$ cat src/ddrh_pkg.sv
package ddrh_pkg;

   // register offsets, byte addresses on the apb side
   localparam logic [7:0] OFS_CMD   = 8'h00;
   localparam logic [7:0] OFS_ADDR  = 8'h04;
   localparam logic [7:0] OFS_CFG   = 8'h08;
   localparam logic [7:0] OFS_STAT  = 8'h0c;
   localparam logic [7:0] OFS_WMASK = 8'h10;
   localparam logic [7:0] OFS_WDATA = 8'h20;
   localparam logic [7:0] OFS_RDATA = 8'h30;

   // command register fields
   localparam int CMD_OP_LSB = 0;
   localparam int CMD_BA_LSB = 4;
   localparam int CMD_AP_BIT = 8;

   // configuration register fields
   localparam int CFG_CKE      = 0;
   localparam int CFG_ODT      = 1;
   localparam int CFG_DM_EN    = 2;
   localparam int CFG_DQSN_EN  = 3;
   localparam int CFG_STD_PAGE = 4;
   localparam int CFG_WL_LSB   = 8;
   localparam logic [31:0] CFG_MASK  = 32'h0000_071f;
   localparam logic [31:0] CFG_RESET = 32'h0000_0210;

   // status register fields
   localparam int STAT_BUSY    = 0;
   localparam int STAT_RD_DONE = 1;
   localparam int STAT_RD_TMO  = 2;

   // burst of four beats, two per ck period
   localparam int          BEATS       = 4;
   localparam logic [2:0]  LANE_BEATS  = 3'h4;
   localparam logic [3:0]  WR_LAST_Q   = 4'ha;
   // read wait limit in sys_clk cycles
   localparam int          RD_TMO_NS   = 3200;
   localparam int          CLK_PERIOD_NS = 25;
   localparam logic [7:0]  RD_TMO_CYC  = 8'(RD_TMO_NS / CLK_PERIOD_NS);

   typedef enum logic [2:0] {
      OP_NOP = 3'h0,
      OP_ACT = 3'h1,
      OP_RD  = 3'h2,
      OP_WR  = 3'h3,
      OP_PRE = 3'h4,
      OP_MRS = 3'h5,
      OP_REF = 3'h6
   } ddrh_op_t;

   typedef enum logic [4:0] {
      S_IDLE  = 5'b00001,
      S_CMD   = 5'b00010,
      S_WLAT  = 5'b00100,
      S_WRITE = 5'b01000,
      S_READ  = 5'b10000
   } ddrh_state_t;

   // command pins, all active low
   typedef struct packed {
      logic cs_n;
      logic ras_n;
      logic cas_n;
      logic we_n;
   } ddrh_cmd_pins_t;

   localparam ddrh_cmd_pins_t PINS_DESEL = 4'hf;

   function automatic ddrh_cmd_pins_t ddrh_encode(input ddrh_op_t op);
      ddrh_cmd_pins_t p;
      p = 4'h7;
      case (op)
         OP_ACT:  p = 4'h3;
         OP_RD:   p = 4'h5;
         OP_WR:   p = 4'h4;
         OP_PRE:  p = 4'h2;
         OP_MRS:  p = 4'h0;
         OP_REF:  p = 4'h1;
         default: p = 4'h7;
      endcase
      return p;
   endfunction

endpackage
$ cat src/ddrh_ctrl.sv
// Chosen here: register access over APB and the register addresses.
`timescale 1ns/1ps
module ddrh_ctrl (
   // system
   input  wire logic        sys_clk,
   input  wire logic        sys_rst,
   // apb slave
   input  wire logic [7:0]  paddr,
   input  wire logic        psel,
   input  wire logic        penable,
   input  wire logic        pwrite,
   input  wire logic [31:0] pwdata,
   output logic      [31:0] prdata,
   output logic             pready,
   output logic             pslverr,
   // memory clock and command pins
   output logic             ddr_ck,
   output logic             ddr_ck_n,
   output logic             ddr_cke,
   output logic             ddr_cs_n,
   output logic             ddr_ras_n,
   output logic             ddr_cas_n,
   output logic             ddr_we_n,
   output logic      [1:0]  ddr_ba,
   output logic      [12:0] ddr_a,
   output logic             ddr_odt,
   output logic      [3:0]  ddr_dm,
   // data bus
   input  wire logic [31:0] ddr_dq_in,
   output logic      [31:0] ddr_dq_out,
   output logic             ddr_dq_oe,
   // strobes
   input  wire logic [3:0]  ddr_dqs_in,
   output logic      [3:0]  ddr_dqs_out,
   output logic             ddr_dqs_oe,
   output logic      [3:0]  ddr_dqs_n_out,
   output logic             ddr_dqs_n_oe
);

   // software visible state and sequencer state
   logic [31:0]              cfg;
   logic [12:0]              addr;
   ddrh_pkg::ddrh_op_t       op;
   logic [1:0]               bank;
   logic                     ap;
   logic                     go_pend;
   logic                     rd_done;
   logic                     rd_tmo;
   logic [15:0]              wmask;
   logic [31:0]              wdata [ddrh_pkg::BEATS];
   ddrh_pkg::ddrh_state_t    st;
   logic [1:0]               ph;
   logic [2:0]               wl_cnt;
   logic [3:0]               wq;
   logic [7:0]               tmo_cnt;
   // synchronisers for the pins the device drives
   logic [31:0]              dq_s1;
   logic [31:0]              dq_s2;
   logic [3:0]               dqs_s1;
   logic [3:0]               dqs_s2;
   logic [3:0]               dqs_s3;
   logic [3:0]               lane_full;

   // apb decode
   wire        setup    = psel & ~penable & ~pready;
   wire        acc      = psel & penable & pready;
   wire [7:0]  a_sel    = paddr;
   wire        hit_cmd  = a_sel == ddrh_pkg::OFS_CMD;
   wire        hit_addr = a_sel == ddrh_pkg::OFS_ADDR;
   wire        hit_cfg  = a_sel == ddrh_pkg::OFS_CFG;
   wire        hit_stat = a_sel == ddrh_pkg::OFS_STAT;
   wire        hit_wm   = a_sel == ddrh_pkg::OFS_WMASK;
   wire        hit_wd   = a_sel[7:4] == ddrh_pkg::OFS_WDATA[7:4] && a_sel[1:0] == 2'h0;
   wire        hit_rd   = a_sel[7:4] == ddrh_pkg::OFS_RDATA[7:4] && a_sel[1:0] == 2'h0;
   wire        mapped   = hit_cmd | hit_addr | hit_cfg | hit_stat | hit_wm | hit_wd | hit_rd;
   wire        busy     = go_pend | (st != ddrh_pkg::S_IDLE);
   // a new command while one is running would corrupt the pins
   wire        bad      = ~mapped | (pwrite & hit_cmd & busy) | (pwrite & hit_rd);
   wire        wr_ok    = acc & pwrite & ~pslverr;
   wire [1:0]  wi       = a_sel[3:2];

   // read data assembled per lane
   wire [31:0] rd_word;
   wire [31:0] stat_word = {29'h0, rd_tmo, rd_done, busy};
   wire [31:0] next_prdata = hit_cmd  ? {23'h0, ap, 2'h0, bank, 1'h0, op} :
                             hit_addr ? {19'h0, addr} :
                             hit_cfg  ? cfg :
                             hit_stat ? stat_word :
                             hit_wm   ? {16'h0, wmask} :
                             hit_wd   ? wdata[wi] :
                             hit_rd   ? rd_word : 32'h0;

   // quarter phase of ck; commands change on the falling edge
   wire        fall_slot = ph == 2'h1;
   wire [1:0]  next_ph   = ph + 2'h1;
   wire        std_page  = cfg[ddrh_pkg::CFG_STD_PAGE];
   wire [2:0]  wl        = cfg[ddrh_pkg::CFG_WL_LSB +: 3];
   wire        is_rw     = (op == ddrh_pkg::OP_RD) | (op == ddrh_pkg::OP_WR);
   wire        is_rc     = is_rw | (op == ddrh_pkg::OP_ACT);
   wire        is_bank   = is_rc | (op == ddrh_pkg::OP_PRE) | (op == ddrh_pkg::OP_MRS);

   // address pins per command
   wire        a12_val   = (is_rc & std_page) ? 1'b0 : addr[12];
   wire        a10_val   = (is_rw | op == ddrh_pkg::OP_PRE) ? ap : addr[10];
   wire [12:0] next_a    = (op == ddrh_pkg::OP_MRS) ? addr :
                           is_rc ? {a12_val, addr[11], a10_val, addr[9:0]} :
                           (op == ddrh_pkg::OP_PRE) ? {2'h0, ap, 10'h0} : 13'h0;
   wire [1:0]  next_ba   = is_bank ? bank : 2'h0;
   ddrh_pkg::ddrh_cmd_pins_t cmd_pins;
   assign cmd_pins = ddrh_pkg::ddrh_encode(op);

   // write beat selection: even quarters carry data, odd quarters move dqs
   wire [1:0]  beat      = 2'(wq[3:1] - 3'h1);
   wire        beat_q    = ~wq[0] & (wq >= 4'h2) & (wq < ddrh_pkg::WR_LAST_Q);
   wire        dqs_q     = wq[0] & (wq >= 4'h3);
   wire [3:0]  beat_msk  = wmask[4*beat +: 4];
   wire        dm_en     = cfg[ddrh_pkg::CFG_DM_EN];
   wire        rd_all    = &lane_full;
   wire        rd_live   = st == ddrh_pkg::S_READ;

   // apb handshake; no wait state, answer registered
   always_ff @(posedge sys_clk or posedge sys_rst) begin
      if (sys_rst) begin
         pready  <= 1'b0;
         pslverr <= 1'b0;
         prdata  <= 32'h0;
      end else begin
         pready  <= setup;
         pslverr <= setup & bad;
         if (setup) begin
            prdata <= next_prdata;
         end
      end
   end

   // register writes
   always_ff @(posedge sys_clk or posedge sys_rst) begin
      if (sys_rst) begin
         cfg   <= ddrh_pkg::CFG_RESET;
         addr  <= 13'h0;
         op    <= ddrh_pkg::OP_NOP;
         bank  <= 2'h0;
         ap    <= 1'b0;
         wmask <= 16'h0;
      end else if (wr_ok) begin
         if (hit_cfg) cfg <= pwdata & ddrh_pkg::CFG_MASK;
         if (hit_addr) addr <= pwdata[12:0];
         if (hit_wm) wmask <= pwdata[15:0];
         if (hit_cmd) begin
            op   <= ddrh_pkg::ddrh_op_t'(pwdata[ddrh_pkg::CMD_OP_LSB +: 3]);
            bank <= pwdata[ddrh_pkg::CMD_BA_LSB +: 2];
            ap   <= pwdata[ddrh_pkg::CMD_AP_BIT];
         end
      end
   end

   // write data words, kept apart so the array needs no reset
   always_ff @(posedge sys_clk) begin
      if (wr_ok & hit_wd) begin
         wdata[wi] <= pwdata;
      end
   end

   // status flags; a finishing read wins over the clear of a new command
   always_ff @(posedge sys_clk or posedge sys_rst) begin
      if (sys_rst) begin
         go_pend <= 1'b0;
         rd_done <= 1'b0;
         rd_tmo  <= 1'b0;
      end else begin
         if (wr_ok & hit_cmd) begin
            go_pend <= 1'b1;
            rd_done <= 1'b0;
            rd_tmo  <= 1'b0;
         end else if (st == ddrh_pkg::S_IDLE && fall_slot) begin
            go_pend <= 1'b0;
         end
         if (rd_live & rd_all) rd_done <= 1'b1;
         if (rd_live & ~rd_all & tmo_cnt == 8'h0) rd_tmo <= 1'b1;
      end
   end

   // ck divider: four sys_clk per ck period, 100 ns
   always_ff @(posedge sys_clk or posedge sys_rst) begin
      if (sys_rst) begin
         ph       <= 2'h0;
         ddr_ck   <= 1'b0;
         ddr_ck_n <= 1'b1;
      end else begin
         ph       <= next_ph;
         ddr_ck   <= ~next_ph[1];
         ddr_ck_n <= next_ph[1];
      end
   end

   // static pins follow the configuration
   always_ff @(posedge sys_clk or posedge sys_rst) begin
      if (sys_rst) begin
         ddr_cke <= 1'b0;
         ddr_odt <= 1'b0;
      end else begin
         ddr_cke <= cfg[ddrh_pkg::CFG_CKE];
         ddr_odt <= cfg[ddrh_pkg::CFG_ODT];
      end
   end

   // sequencer; pins change on ck fall so the rising crossing sees them steady
   always_ff @(posedge sys_clk or posedge sys_rst) begin
      if (sys_rst) begin
         st        <= ddrh_pkg::S_IDLE;
         {ddr_cs_n, ddr_ras_n, ddr_cas_n, ddr_we_n} <= ddrh_pkg::PINS_DESEL;
         ddr_ba    <= 2'h0;
         ddr_a     <= 13'h0;
         wl_cnt    <= 3'h0;
         wq        <= 4'h0;
         tmo_cnt   <= 8'h0;
      end else begin
         unique case (st)
            ddrh_pkg::S_IDLE: begin
               if (go_pend & fall_slot) begin
                  {ddr_cs_n, ddr_ras_n, ddr_cas_n, ddr_we_n} <= cmd_pins;
                  ddr_ba <= next_ba;
                  ddr_a  <= next_a;
                  st     <= ddrh_pkg::S_CMD;
               end
            end
            ddrh_pkg::S_CMD: begin
               if (fall_slot) begin
                  // deselect between commands: device drops anything with cs high
                  {ddr_cs_n, ddr_ras_n, ddr_cas_n, ddr_we_n} <= ddrh_pkg::PINS_DESEL;
                  wq      <= 4'h0;
                  tmo_cnt <= ddrh_pkg::RD_TMO_CYC;
                  wl_cnt  <= 3'(wl - 3'h1);
                  if (op == ddrh_pkg::OP_RD) begin
                     st <= ddrh_pkg::S_READ;
                  end else if (op == ddrh_pkg::OP_WR) begin
                     st <= (wl <= 3'h1) ? ddrh_pkg::S_WRITE : ddrh_pkg::S_WLAT;
                  end else begin
                     st <= ddrh_pkg::S_IDLE;
                  end
               end
            end
            ddrh_pkg::S_WLAT: begin
               if (fall_slot) begin
                  wl_cnt <= 3'(wl_cnt - 3'h1);
                  if (wl_cnt <= 3'h1) st <= ddrh_pkg::S_WRITE;
               end
            end
            ddrh_pkg::S_WRITE: begin
               wq <= 4'(wq + 4'h1);
               if (wq == ddrh_pkg::WR_LAST_Q) st <= ddrh_pkg::S_IDLE;
            end
            ddrh_pkg::S_READ: begin
               tmo_cnt <= 8'(tmo_cnt - 8'h1);
               if (rd_all | tmo_cnt == 8'h0) st <= ddrh_pkg::S_IDLE;
            end
         endcase
      end
   end

   // write data and strobes; strobe edges on ck edges, beats a quarter earlier
   always_ff @(posedge sys_clk or posedge sys_rst) begin
      if (sys_rst) begin
         ddr_dq_out    <= 32'h0;
         ddr_dq_oe     <= 1'b0;
         ddr_dm        <= 4'h0;
         ddr_dqs_out   <= 4'h0;
         ddr_dqs_n_out <= 4'hf;
         ddr_dqs_oe    <= 1'b0;
         ddr_dqs_n_oe  <= 1'b0;
      end else if (st == ddrh_pkg::S_WRITE && wq != ddrh_pkg::WR_LAST_Q) begin
         ddr_dq_oe    <= 1'b1;
         ddr_dqs_oe   <= 1'b1;
         // complementary strobes all on or all off together
         ddr_dqs_n_oe <= cfg[ddrh_pkg::CFG_DQSN_EN];
         if (beat_q) begin
            ddr_dq_out <= wdata[beat];
            ddr_dm     <= dm_en ? beat_msk : 4'h0;
         end
         if (dqs_q) begin
            ddr_dqs_out   <= {4{wq[1]}};
            ddr_dqs_n_out <= {4{~wq[1]}};
         end
      end else begin
         ddr_dq_oe     <= 1'b0;
         ddr_dm        <= 4'h0;
         ddr_dqs_out   <= 4'h0;
         ddr_dqs_n_out <= 4'hf;
         ddr_dqs_oe    <= 1'b0;
         ddr_dqs_n_oe  <= 1'b0;
      end
   end

   // pin synchronisers; third strobe stage only feeds edge detection
   always_ff @(posedge sys_clk or posedge sys_rst) begin
      if (sys_rst) begin
         dq_s1  <= 32'h0;
         dq_s2  <= 32'h0;
         dqs_s1 <= 4'h0;
         dqs_s2 <= 4'h0;
         dqs_s3 <= 4'h0;
      end else begin
         dq_s1  <= ddr_dq_in;
         dq_s2  <= dq_s1;
         dqs_s1 <= ddr_dqs_in;
         dqs_s2 <= dqs_s1;
         dqs_s3 <= dqs_s2;
      end
   end

   // read capture per byte lane on each strobe edge, both directions
   for (genvar l = 0; l < 4; l++) begin : g_lane
      logic [2:0] cnt;
      logic [7:0] rb [ddrh_pkg::BEATS];
      // data and strobe share sync delay, so edge-aligned data is already new
      wire        edge_seen = dqs_s2[l] ^ dqs_s3[l];
      assign lane_full[l] = cnt == ddrh_pkg::LANE_BEATS;

      always_ff @(posedge sys_clk or posedge sys_rst) begin
         if (sys_rst) begin
            cnt <= 3'h0;
         end else if (st == ddrh_pkg::S_CMD) begin
            cnt <= 3'h0;
         end else if (rd_live & edge_seen & ~lane_full[l]) begin
            cnt <= 3'(cnt + 3'h1);
         end
      end

      always_ff @(posedge sys_clk) begin
         if (rd_live & edge_seen & ~lane_full[l]) begin
            rb[cnt[1:0]] <= dq_s2[8*l +: 8];
         end
      end
   end

   assign rd_word = {g_lane[3].rb[wi], g_lane[2].rb[wi], g_lane[1].rb[wi], g_lane[0].rb[wi]};

endmodule

$ cat config.mk
export PLATFORM = sky130hd
export DESIGN_NAME = ddrh_ctrl
export DESIGN_NICKNAME = d
export VERILOG_FILES = /design/src/ddrh_pkg.sv /design/src/ddrh_ctrl.sv
export SDC_FILE = /design/constraint.sdc
export NUM_CORES = 1
export LEC_CHECK = 0
export BUFFER_PORTS_ARGS = -buffer_cell sky130_fd_sc_hd__buf_2
export CORE_UTILIZATION = 59
export DETAILED_ROUTE_END_ITERATION = 8
export PLACE_DENSITY_LB_ADDON = 0.3
export SYNTH_ARGS = -nofsm -noshare
export SYNTH_HDL_FRONTEND = slang
export SYNTH_SLANG_ARGS = --single-unit
$ cat constraint.sdc
create_clock -name sys_clk -period 10.7 [get_ports sys_clk]
set_clock_uncertainty 0.15 [all_clocks]
set_input_delay 2.14 -clock sys_clk [delete_from_list [all_inputs] [get_ports sys_clk]]
set_output_delay 2.14 -clock sys_clk [all_outputs]
set_load 0.005 [all_outputs]
==> out/qor.csv, run 1 <==
metric,value,unit
worst-endpoint-required,11.01,ns
holdBufCountCts,0,
clockRootBuffer,sky130_fd_sc_hd__clkbuf_16,
critical_path_arrival,5.04,ns
critPathLaunch,paddr[2],
setup.reg_to_reg.worst_slack,7.84,ns
yosys_register_bits,509,
post-dp-hpwl,31.15,mm
portBuffers,184,
stdcell_area,23540,µm²
worst_skew_pair_later_pin_latency,0.57,ns
timing.slew.headroom,19.25,%
worst_setup_path_start_kind,input port,
path_clk_slew,0.06,ns
holdCritPathClass,flip-flop to flip-flop,
synth.top_cells.by_count,"256 x sky130_fd_sc_hd__edfxtp_1, 244 x sky130_fd_sc_hd__dfrtp_1, 101 x sky130_fd_sc_hd__mux4_2",
timing_hold_violations_final,0,
mappedNetlistArea,20680,µm²
floorplan.io_pins,185,
placed_cell_area,21970,µm²
yosys.cell_types.count,72,
synth.avg_cell_area,16.37,µm²
cts_max_path_bufs,3,
fp.dieH,189.2,µm
drt_first_pass_iters,6,
clock-sinks,509,
detail_route.vias_per_cell,6.200,
max_freq,211.3,MHz
design.die.area,35800,µm²
grt_first_pass_wirelength,72.88,mm
remaining_drc_errors,0,
grt_pass1_vias,11980,
die_boundary_width,189.2,µm
num_vias,12040,
synth-edff-count,256,
groute.usage.overall,27.62,%
layout_cells_sized_above_1,30.93,%
shortest_period_the_worst_path_allows,4.732,ns
synthFlopType,sky130_fd_sc_hd__edfxtp_1,
slew_viol_final,0,
netlist.area_leader.share,37.18,%
placement_rows,68,
cts_setup_buffers,0,
async_flop_share,49.71,%
postRouteAntennaNets,0,
cellLeakagePower,9.494,nW
cts.htree.levels,2,
synthDominantAreaCellType,sky130_fd_sc_hd__edfxtp_1,
outcome,finished clean,
drtIter0Drc,1167,
syn-num-nets,1369,
cts_inserted_buffers,50,
pin_count_of_the_biggest_net_entering_global_routing,118,
worst-slew-pin-transition,1.181,ns
core_region_area,34540,µm²
final_min_period_over_clock_period,44.22,%
regToRegStartpoint,st[1],
yosysWarningCount,0,
netlist_top_cells_area,"sky130_fd_sc_hd__edfxtp_1 37%, sky130_fd_sc_hd__dfrtp_1 30%, sky130_fd_sc_hd__mux4_2 11%",
relative_area_change_from_synthesis_to_final_layout,13.86,%
routed_wl,47.96,mm
critPathMaxFanout,49,
timing.final.setup_violations,0,
syn_inst,1263,
p_total,4.033,mW
cts.repair.resized,0,
irDropWorstVdd,0.1195,mV
rsz0062_at_grt,false,
worstSetupPathType,input port to flip-flop,
number_of_antenna_violations_at_the_first_check_in_global_routing,4,
grt-ovfl-total,0,
p_per_area,171.3,nW/µm²
most_frequent_cell_after_synthesis,sky130_fd_sc_hd__edfxtp_1,
r2r_cells,5,
hold_worst_slack,0.1948,ns
num-nets-final,1545,
floorplan.initialDensity,59.86,%
tritoncts_clock_tree,yes,
drv.max_cap_violation_count,0,
timing.setup.tns,0,ns
worst_setup_path_end_kind,flip-flop,
cp-endpoint,addr[11],
place_congestion,0.9175,
r2r_path_end,ddr_dq_out[11],
wl_per_cell,24.71,µm
synth_seq_area_share,67.85,%
fillerInstances,2355,
registers in the layout, summed over array words and instances (netlist names), 5 cells and up:
register and cells:
wmask 16, g_lane.rb 128, ddr_a 13, g_lane.cnt 12, wdata 128, dq_s2 32
cfg 8, addr 13, ddr_dq_out 32, st 5, tmo_cnt 8, dq_s1 32
prdata 32
layout by cell type (no fill, tap or decap), types with 19 or more instances in the layout:
cell                          n
sky130_fd_sc_hd__a21oi_1     38
sky130_fd_sc_hd__buf_2      182
sky130_fd_sc_hd__clkbuf_1    24
sky130_fd_sc_hd__clkbuf_16   50
sky130_fd_sc_hd__dfrtp_1    243
sky130_fd_sc_hd__edfxtp_1   256
sky130_fd_sc_hd__ha_1        24
sky130_fd_sc_hd__inv_1       22
sky130_fd_sc_hd__mux2_1      19
sky130_fd_sc_hd__mux2_2      60
sky130_fd_sc_hd__mux2i_1     29
sky130_fd_sc_hd__mux4_2     101
sky130_fd_sc_hd__nand2_1     82
sky130_fd_sc_hd__nor2_1      58
sky130_fd_sc_hd__o21ai_0     60
critical path, cell delays in order:
cell	delay, ns
sky130_fd_sc_hd__buf_4	0.56
sky130_fd_sc_hd__buf_4	0.79
sky130_fd_sc_hd__nand2b_1	0.23
sky130_fd_sc_hd__nor2_1	0.86
sky130_fd_sc_hd__mux2_2	0.42
metal layers:
metal  vias to the layer above  wire length (µm)  track usage (%)
li1                       5167                 -                -
met1                      6198             19680            39.51
met2                       576             23150            43.34
met3                        94              3952            5.468
met4                         0              1176            8.685
met5                         -                 0                0
report_power, final:
part	internal (mW)	switching, mW
combinational	0.0840	0.151
clock	0.964	0.716
sequential	2.09	0.0278
total	3.14	0.895
final cells by class:
cell class | instances | area [µm²] | area share, %
Inverter | 23 | 93.84 | 0.3986
Clock inverter | 17 | 176.4 | 0.7493
Multi-Input combinational cell | 659 | 6262 | 26.60
Timing Repair Buffer | 196 | 1016 | 4.315
Tap cell | 455 | 569.3 | 2.418
Clock buffer | 77 | 1383 | 5.872
Sequential cell | 509 | 14030 | 59.60
Antenna cell | 5 | 12.51 | 0.05314
worst min path at each step:
stage          startpoint  slack (ns)  cells past startpoint        end
5_1_grt         dqs_s1[2]        0.20                      0  dqs_s2[2]
2_1_floorplan    dq_s1[0]        0.18                      0   dq_s2[0]
6_report        dqs_s1[1]        0.19                      0  dqs_s2[1]
4_1_cts         dqs_s1[1]        0.20                      0  dqs_s2[1]
3_5_place_dp    dqs_s1[1]        0.18                      0  dqs_s2[1]
3_3_place_gp    dq_s1[21]        0.18                      0  dq_s2[21]
cell families (layout without fill, tap and decap cells):
| group | Yosys count | count (layout) | share of synthesized area [%] |
|---|---|---|---|
| DFF | 509 | 509 | 67.85 |
| xor gates and xnor gates | 17 | 17 | 0.7201 |
| muxes | 209 | 209 | 16.71 |
| buffers and inverters | 95 | 313 | 2.051 |
| other | 0 | 5 | 0 |
| adders and majority gates | 25 | 25 | 1.513 |
| AOI/OAI and AO/OA | 179 | 179 | 5.785 |
| and+or+nand+nor | 229 | 229 | 5.373 |
through the flow:
step                std cells  util [%]  setup slack, ns
CTS                      1936     68.12            5.883
floorplan                1263         -            1.468
finish                   1941     68.16            5.968
global placement         1842     63.61            5.351
detailed placement       1842     63.61            5.278
global route             1940     68.15            5.680
Note: power is estimated with default switching activity, not from simulation.
==> inputs of run 2 (changes only) <==
--- a/config.mk
+++ b/config.mk
@@ -5,6 +5,7 @@
 export SDC_FILE = /design/constraint.sdc
 export NUM_CORES = 1
 export LEC_CHECK = 0
+export ABC_AREA = 1
 export BUFFER_PORTS_ARGS = -buffer_cell sky130_fd_sc_hd__buf_2
 export CORE_UTILIZATION = 59
 export DETAILED_ROUTE_END_ITERATION = 8
==> constraint.sdc (replaced) <==
create_clock -name sys_clk -period 4.8 [get_ports sys_clk]
set_clock_uncertainty 0.15 [all_clocks]
set_input_delay 0.96 -clock sys_clk [delete_from_list [all_inputs] [get_ports sys_clk]]
set_output_delay 0.96 -clock sys_clk [all_outputs]
set_load 0.005 [all_outputs]
==> run 2 against run 1 <==
Setup slack worse by 4.5 ns. Die area is 0.19% higher. Via count is 26% higher. Combinational power grew to 2.6 times the previous value. Design area is 0.73% higher. Cell count is 34% higher. Largest power group unchanged.
==> out/qor.csv, run 2 <==
metric,value,unit,change
outcome,finished clean,,
synth.top_cells.by_count,"466 x sky130_fd_sc_hd__nand2_1, 256 x sky130_fd_sc_hd__edfxtp_1, 244 x sky130_fd_sc_hd__dfrtp_1",,
cp_cell_sequence,"inv_1, ha_1, buf_4, clkinv_1, a21oi_1, o21ai_0, nand2_1, nand2_1, o21ai_0",,
slew_viol_final,0,,unchanged
syn-num-nets,2047,,+50%
layout_commonest_cell,sky130_fd_sc_hd__nand2_1,,
critical_path_arrival,3.62,ns,-1.42 ns
mappedNetlistArea,20720,µm²,+0.19%
netlist_top_cells_area,"sky130_fd_sc_hd__edfxtp_1 37%, sky130_fd_sc_hd__dfrtp_1 29%, sky130_fd_sc_hd__nand2_1 8.4%",,
synth-edff-count,256,,unchanged
placement_rows,68,,unchanged
p_per_area,398.4,nW/µm²,+130%
num-nets-final,2215,,+43%
path_clk_slew,0.06,ns,about the same
synthFlopType,sky130_fd_sc_hd__edfxtp_1,,
grt-ovfl-total,0,,unchanged
postRouteAntennaNets,0,,unchanged
rsz0062_at_grt,false,,
layout_cells_sized_above_1,15.85,%,-15 points
clock-sinks,509,,unchanged
holdBufCountCts,0,,unchanged
floorplan.initialDensity,59.97,%,+0.11 points
cellLeakagePower,10.32,nW,+8.7%
tritoncts_clock_tree,yes,,
cts.htree.levels,2,,unchanged
hold_worst_slack,0.1915,ns,-0.003295 ns
drv.max_cap_violation_count,0,,unchanged
critPathSlowestCell,sky130_fd_sc_hd__clkinv_1,,
timing.slew.headroom,17.38,%,-1.9 points
place_congestion,0.9229,,+0.59%
synthDominantAreaCellType,sky130_fd_sc_hd__edfxtp_1,,
portBuffers,184,,unchanged
irDropWorstVdd,0.3453,mV,+190%
groute.usage.overall,28.51,%,+0.89 points
wl_per_cell,19.45,µm,-21%
worstSetupPathType,flip-flop to flip-flop,,
yosys_register_bits,509,,unchanged
p_total,9.450,mW,+130%
most_frequent_cell_after_synthesis,sky130_fd_sc_hd__nand2_1,,
max_freq,303.5,MHz,
cts_inserted_buffers,50,,unchanged
async_flop_share,49.71,%,unchanged
worst_setup_path_end_kind,flip-flop,,
detail_route.vias_per_cell,5.811,,-6.3%
grt_first_pass_wirelength,79.07,mm,+8.5%
final_min_period_over_clock_period,68.65,%,
drt_first_pass_iters,5,,-1
top_family_by_delay_on_critical_path,buffers and inverters,,
most-common-layout-cells,"466 x sky130_fd_sc_hd__nand2_1, 256 x sky130_fd_sc_hd__edfxtp_1, 243 x sky130_fd_sc_hd__dfrtp_1",,
critPathMaxFanout,45,,-8.2%
routed_wl,50.74,mm,+5.8%
drtIter0Drc,1713,,+47%
post-dp-hpwl,32.98,mm,+5.9%
relative_area_change_from_synthesis_to_final_layout,14.48,%,
grt_pass1_vias,14530,,+21%
number_of_antenna_violations_at_the_first_check_in_global_routing,2,,-2
die_boundary_width,189.4,µm,about the same
syn_inst,1941,,+54%
worst_setup_path_start_kind,flip-flop,,
yosys.cell_types.count,44,,-39%
holdCritPathClass,flip-flop to flip-flop,,
critPathBufInv,3,,+1
timing_hold_violations_final,0,,unchanged
num_vias,15160,,+26%
shortest_period_the_worst_path_allows,3.295,ns,
synth.avg_cell_area,10.67,µm²,-35%
worst_skew_pair_later_pin_latency,0.57,ns,about the same
cts_max_path_bufs,3,,unchanged
final_core_utilization,68.66,%,+0.50 points
cts.repair.resized,0,,unchanged
floorplan.io_pins,185,,unchanged
fp.dieH,189.4,µm,about the same
synth_seq_area_share,67.72,%,-0.13 points
worst-slew-pin-transition,1.232,ns,+0.05105 ns
core_region_area,34540,µm²,unchanged
worst-endpoint-required,5.13,ns,-5.88 ns
pin_count_of_the_biggest_net_entering_global_routing,148,,+25%
timing.setup.tns,0,ns,unchanged
remaining_drc_errors,0,,unchanged
design.die.area,35860,µm²,+0.19%
netlist.area_leader.share,37.11,%,-0.070 points
clockRootBuffer,sky130_fd_sc_hd__clkbuf_16,,
yosysWarningCount,0,,unchanged
max_stage_delay,0.92,ns,+0.06 ns
cts_setup_buffers,0,,unchanged
timing.final.setup_violations,0,,unchanged
## run 2: changes by cell type in the layout (fill, tap and decap cells not counted), moves of 85 or more
cell and delta:
sky130_fd_sc_hd__inv_1 +85, sky130_fd_sc_hd__nand3_1 +93, sky130_fd_sc_hd__nand2_1 +384, sky130_fd_sc_hd__nor2_1 +125, sky130_fd_sc_hd__mux4_2 -101, sky130_fd_sc_hd__o21ai_0 +158
## run 2: area by class of cell
| class | instances | area, µm² |
|---|---|---|
| flip-flops and latches | 509 | 14030 |
| fillers | 2580 | 10830 |
| multi-input cells | 1220 | 5779 |
| clock buffers | 67 | 1359 |
| repair buffers | 207 | 1131 |
| well taps | 455 | 569.3 |
| inverters | 121 | 461.7 |
| clock inverters | 27 | 377.9 |
| diodes | 3 | 7.507 |
## run 2: layer usage
metal / vias up / GRT usage [%] / part of all wire (%)
met5: - / 0 / 0
met4: 0 / 10.92 / 3.8
met3: 141 / 5.449 / 10
met2: 838 / 44.79 / 46
met1: 7246 / 39.67 / 40
li1: 6935 / - / -
## run 2: final timing paths
| check | from | end | cells past startpoint | slack [ns] |
|---|---|---|---|---|
| worst max register to register | wq[2] | ddr_dm[1] | 9 | 1.50 |
| max in group asynchronous | sys_rst | wq[1] | 3 | 3.35 |
| worst max-delay path | wq[2] | ddr_dm[1] | 9 | 1.50 |
| min in group asynchronous | sys_rst | ph[0] | 3 | 0.39 |
| worst min-delay path | dq_s1[6] | dq_s2[6] | 0 | 0.19 |
| worst min register to register | dq_s1[6] | dq_s2[6] | 0 | 0.19 |
## run 2: report_power, final
| group | total [mW] | switching, mW | leakage, nW | internal, mW |
|---|---|---|---|---|
| clock network | 4.10 | 1.66 | 0.836 | 2.44 |
| logic | 0.606 | 0.429 | 3.95 | 0.177 |
| registers | 4.75 | 0.0662 | 5.54 | 4.68 |
## run 2: per-stage QoR
| stage | instances | area [µm²] | worst slack [ns] |
|---|---|---|---|
| after global placement | 2512 | 21970 | 1.493 |
| after floorplan | 1941 | 20720 | 0.3677 |
| after detailed placement | 2512 | 21970 | 1.407 |
| after global routing | 2607 | 23710 | 1.315 |
| after CTS | 2606 | 23710 | 1.606 |
| final | 2609 | 23720 | 1.505 |
## run 2: kinds of logic after synthesis
group	count (synthesis)	share of synthesized area [%]
flip-flops	509	67.72
adder cells (fa/ha/maj)	25	1.510
multiplexers	2	0.1027
AO/OA/AOI/OAI	376	9.772
XOR/XNOR	2	0.08457
AND/OR/NAND/NOR	815	16.31
buffers and inverters	212	4.494
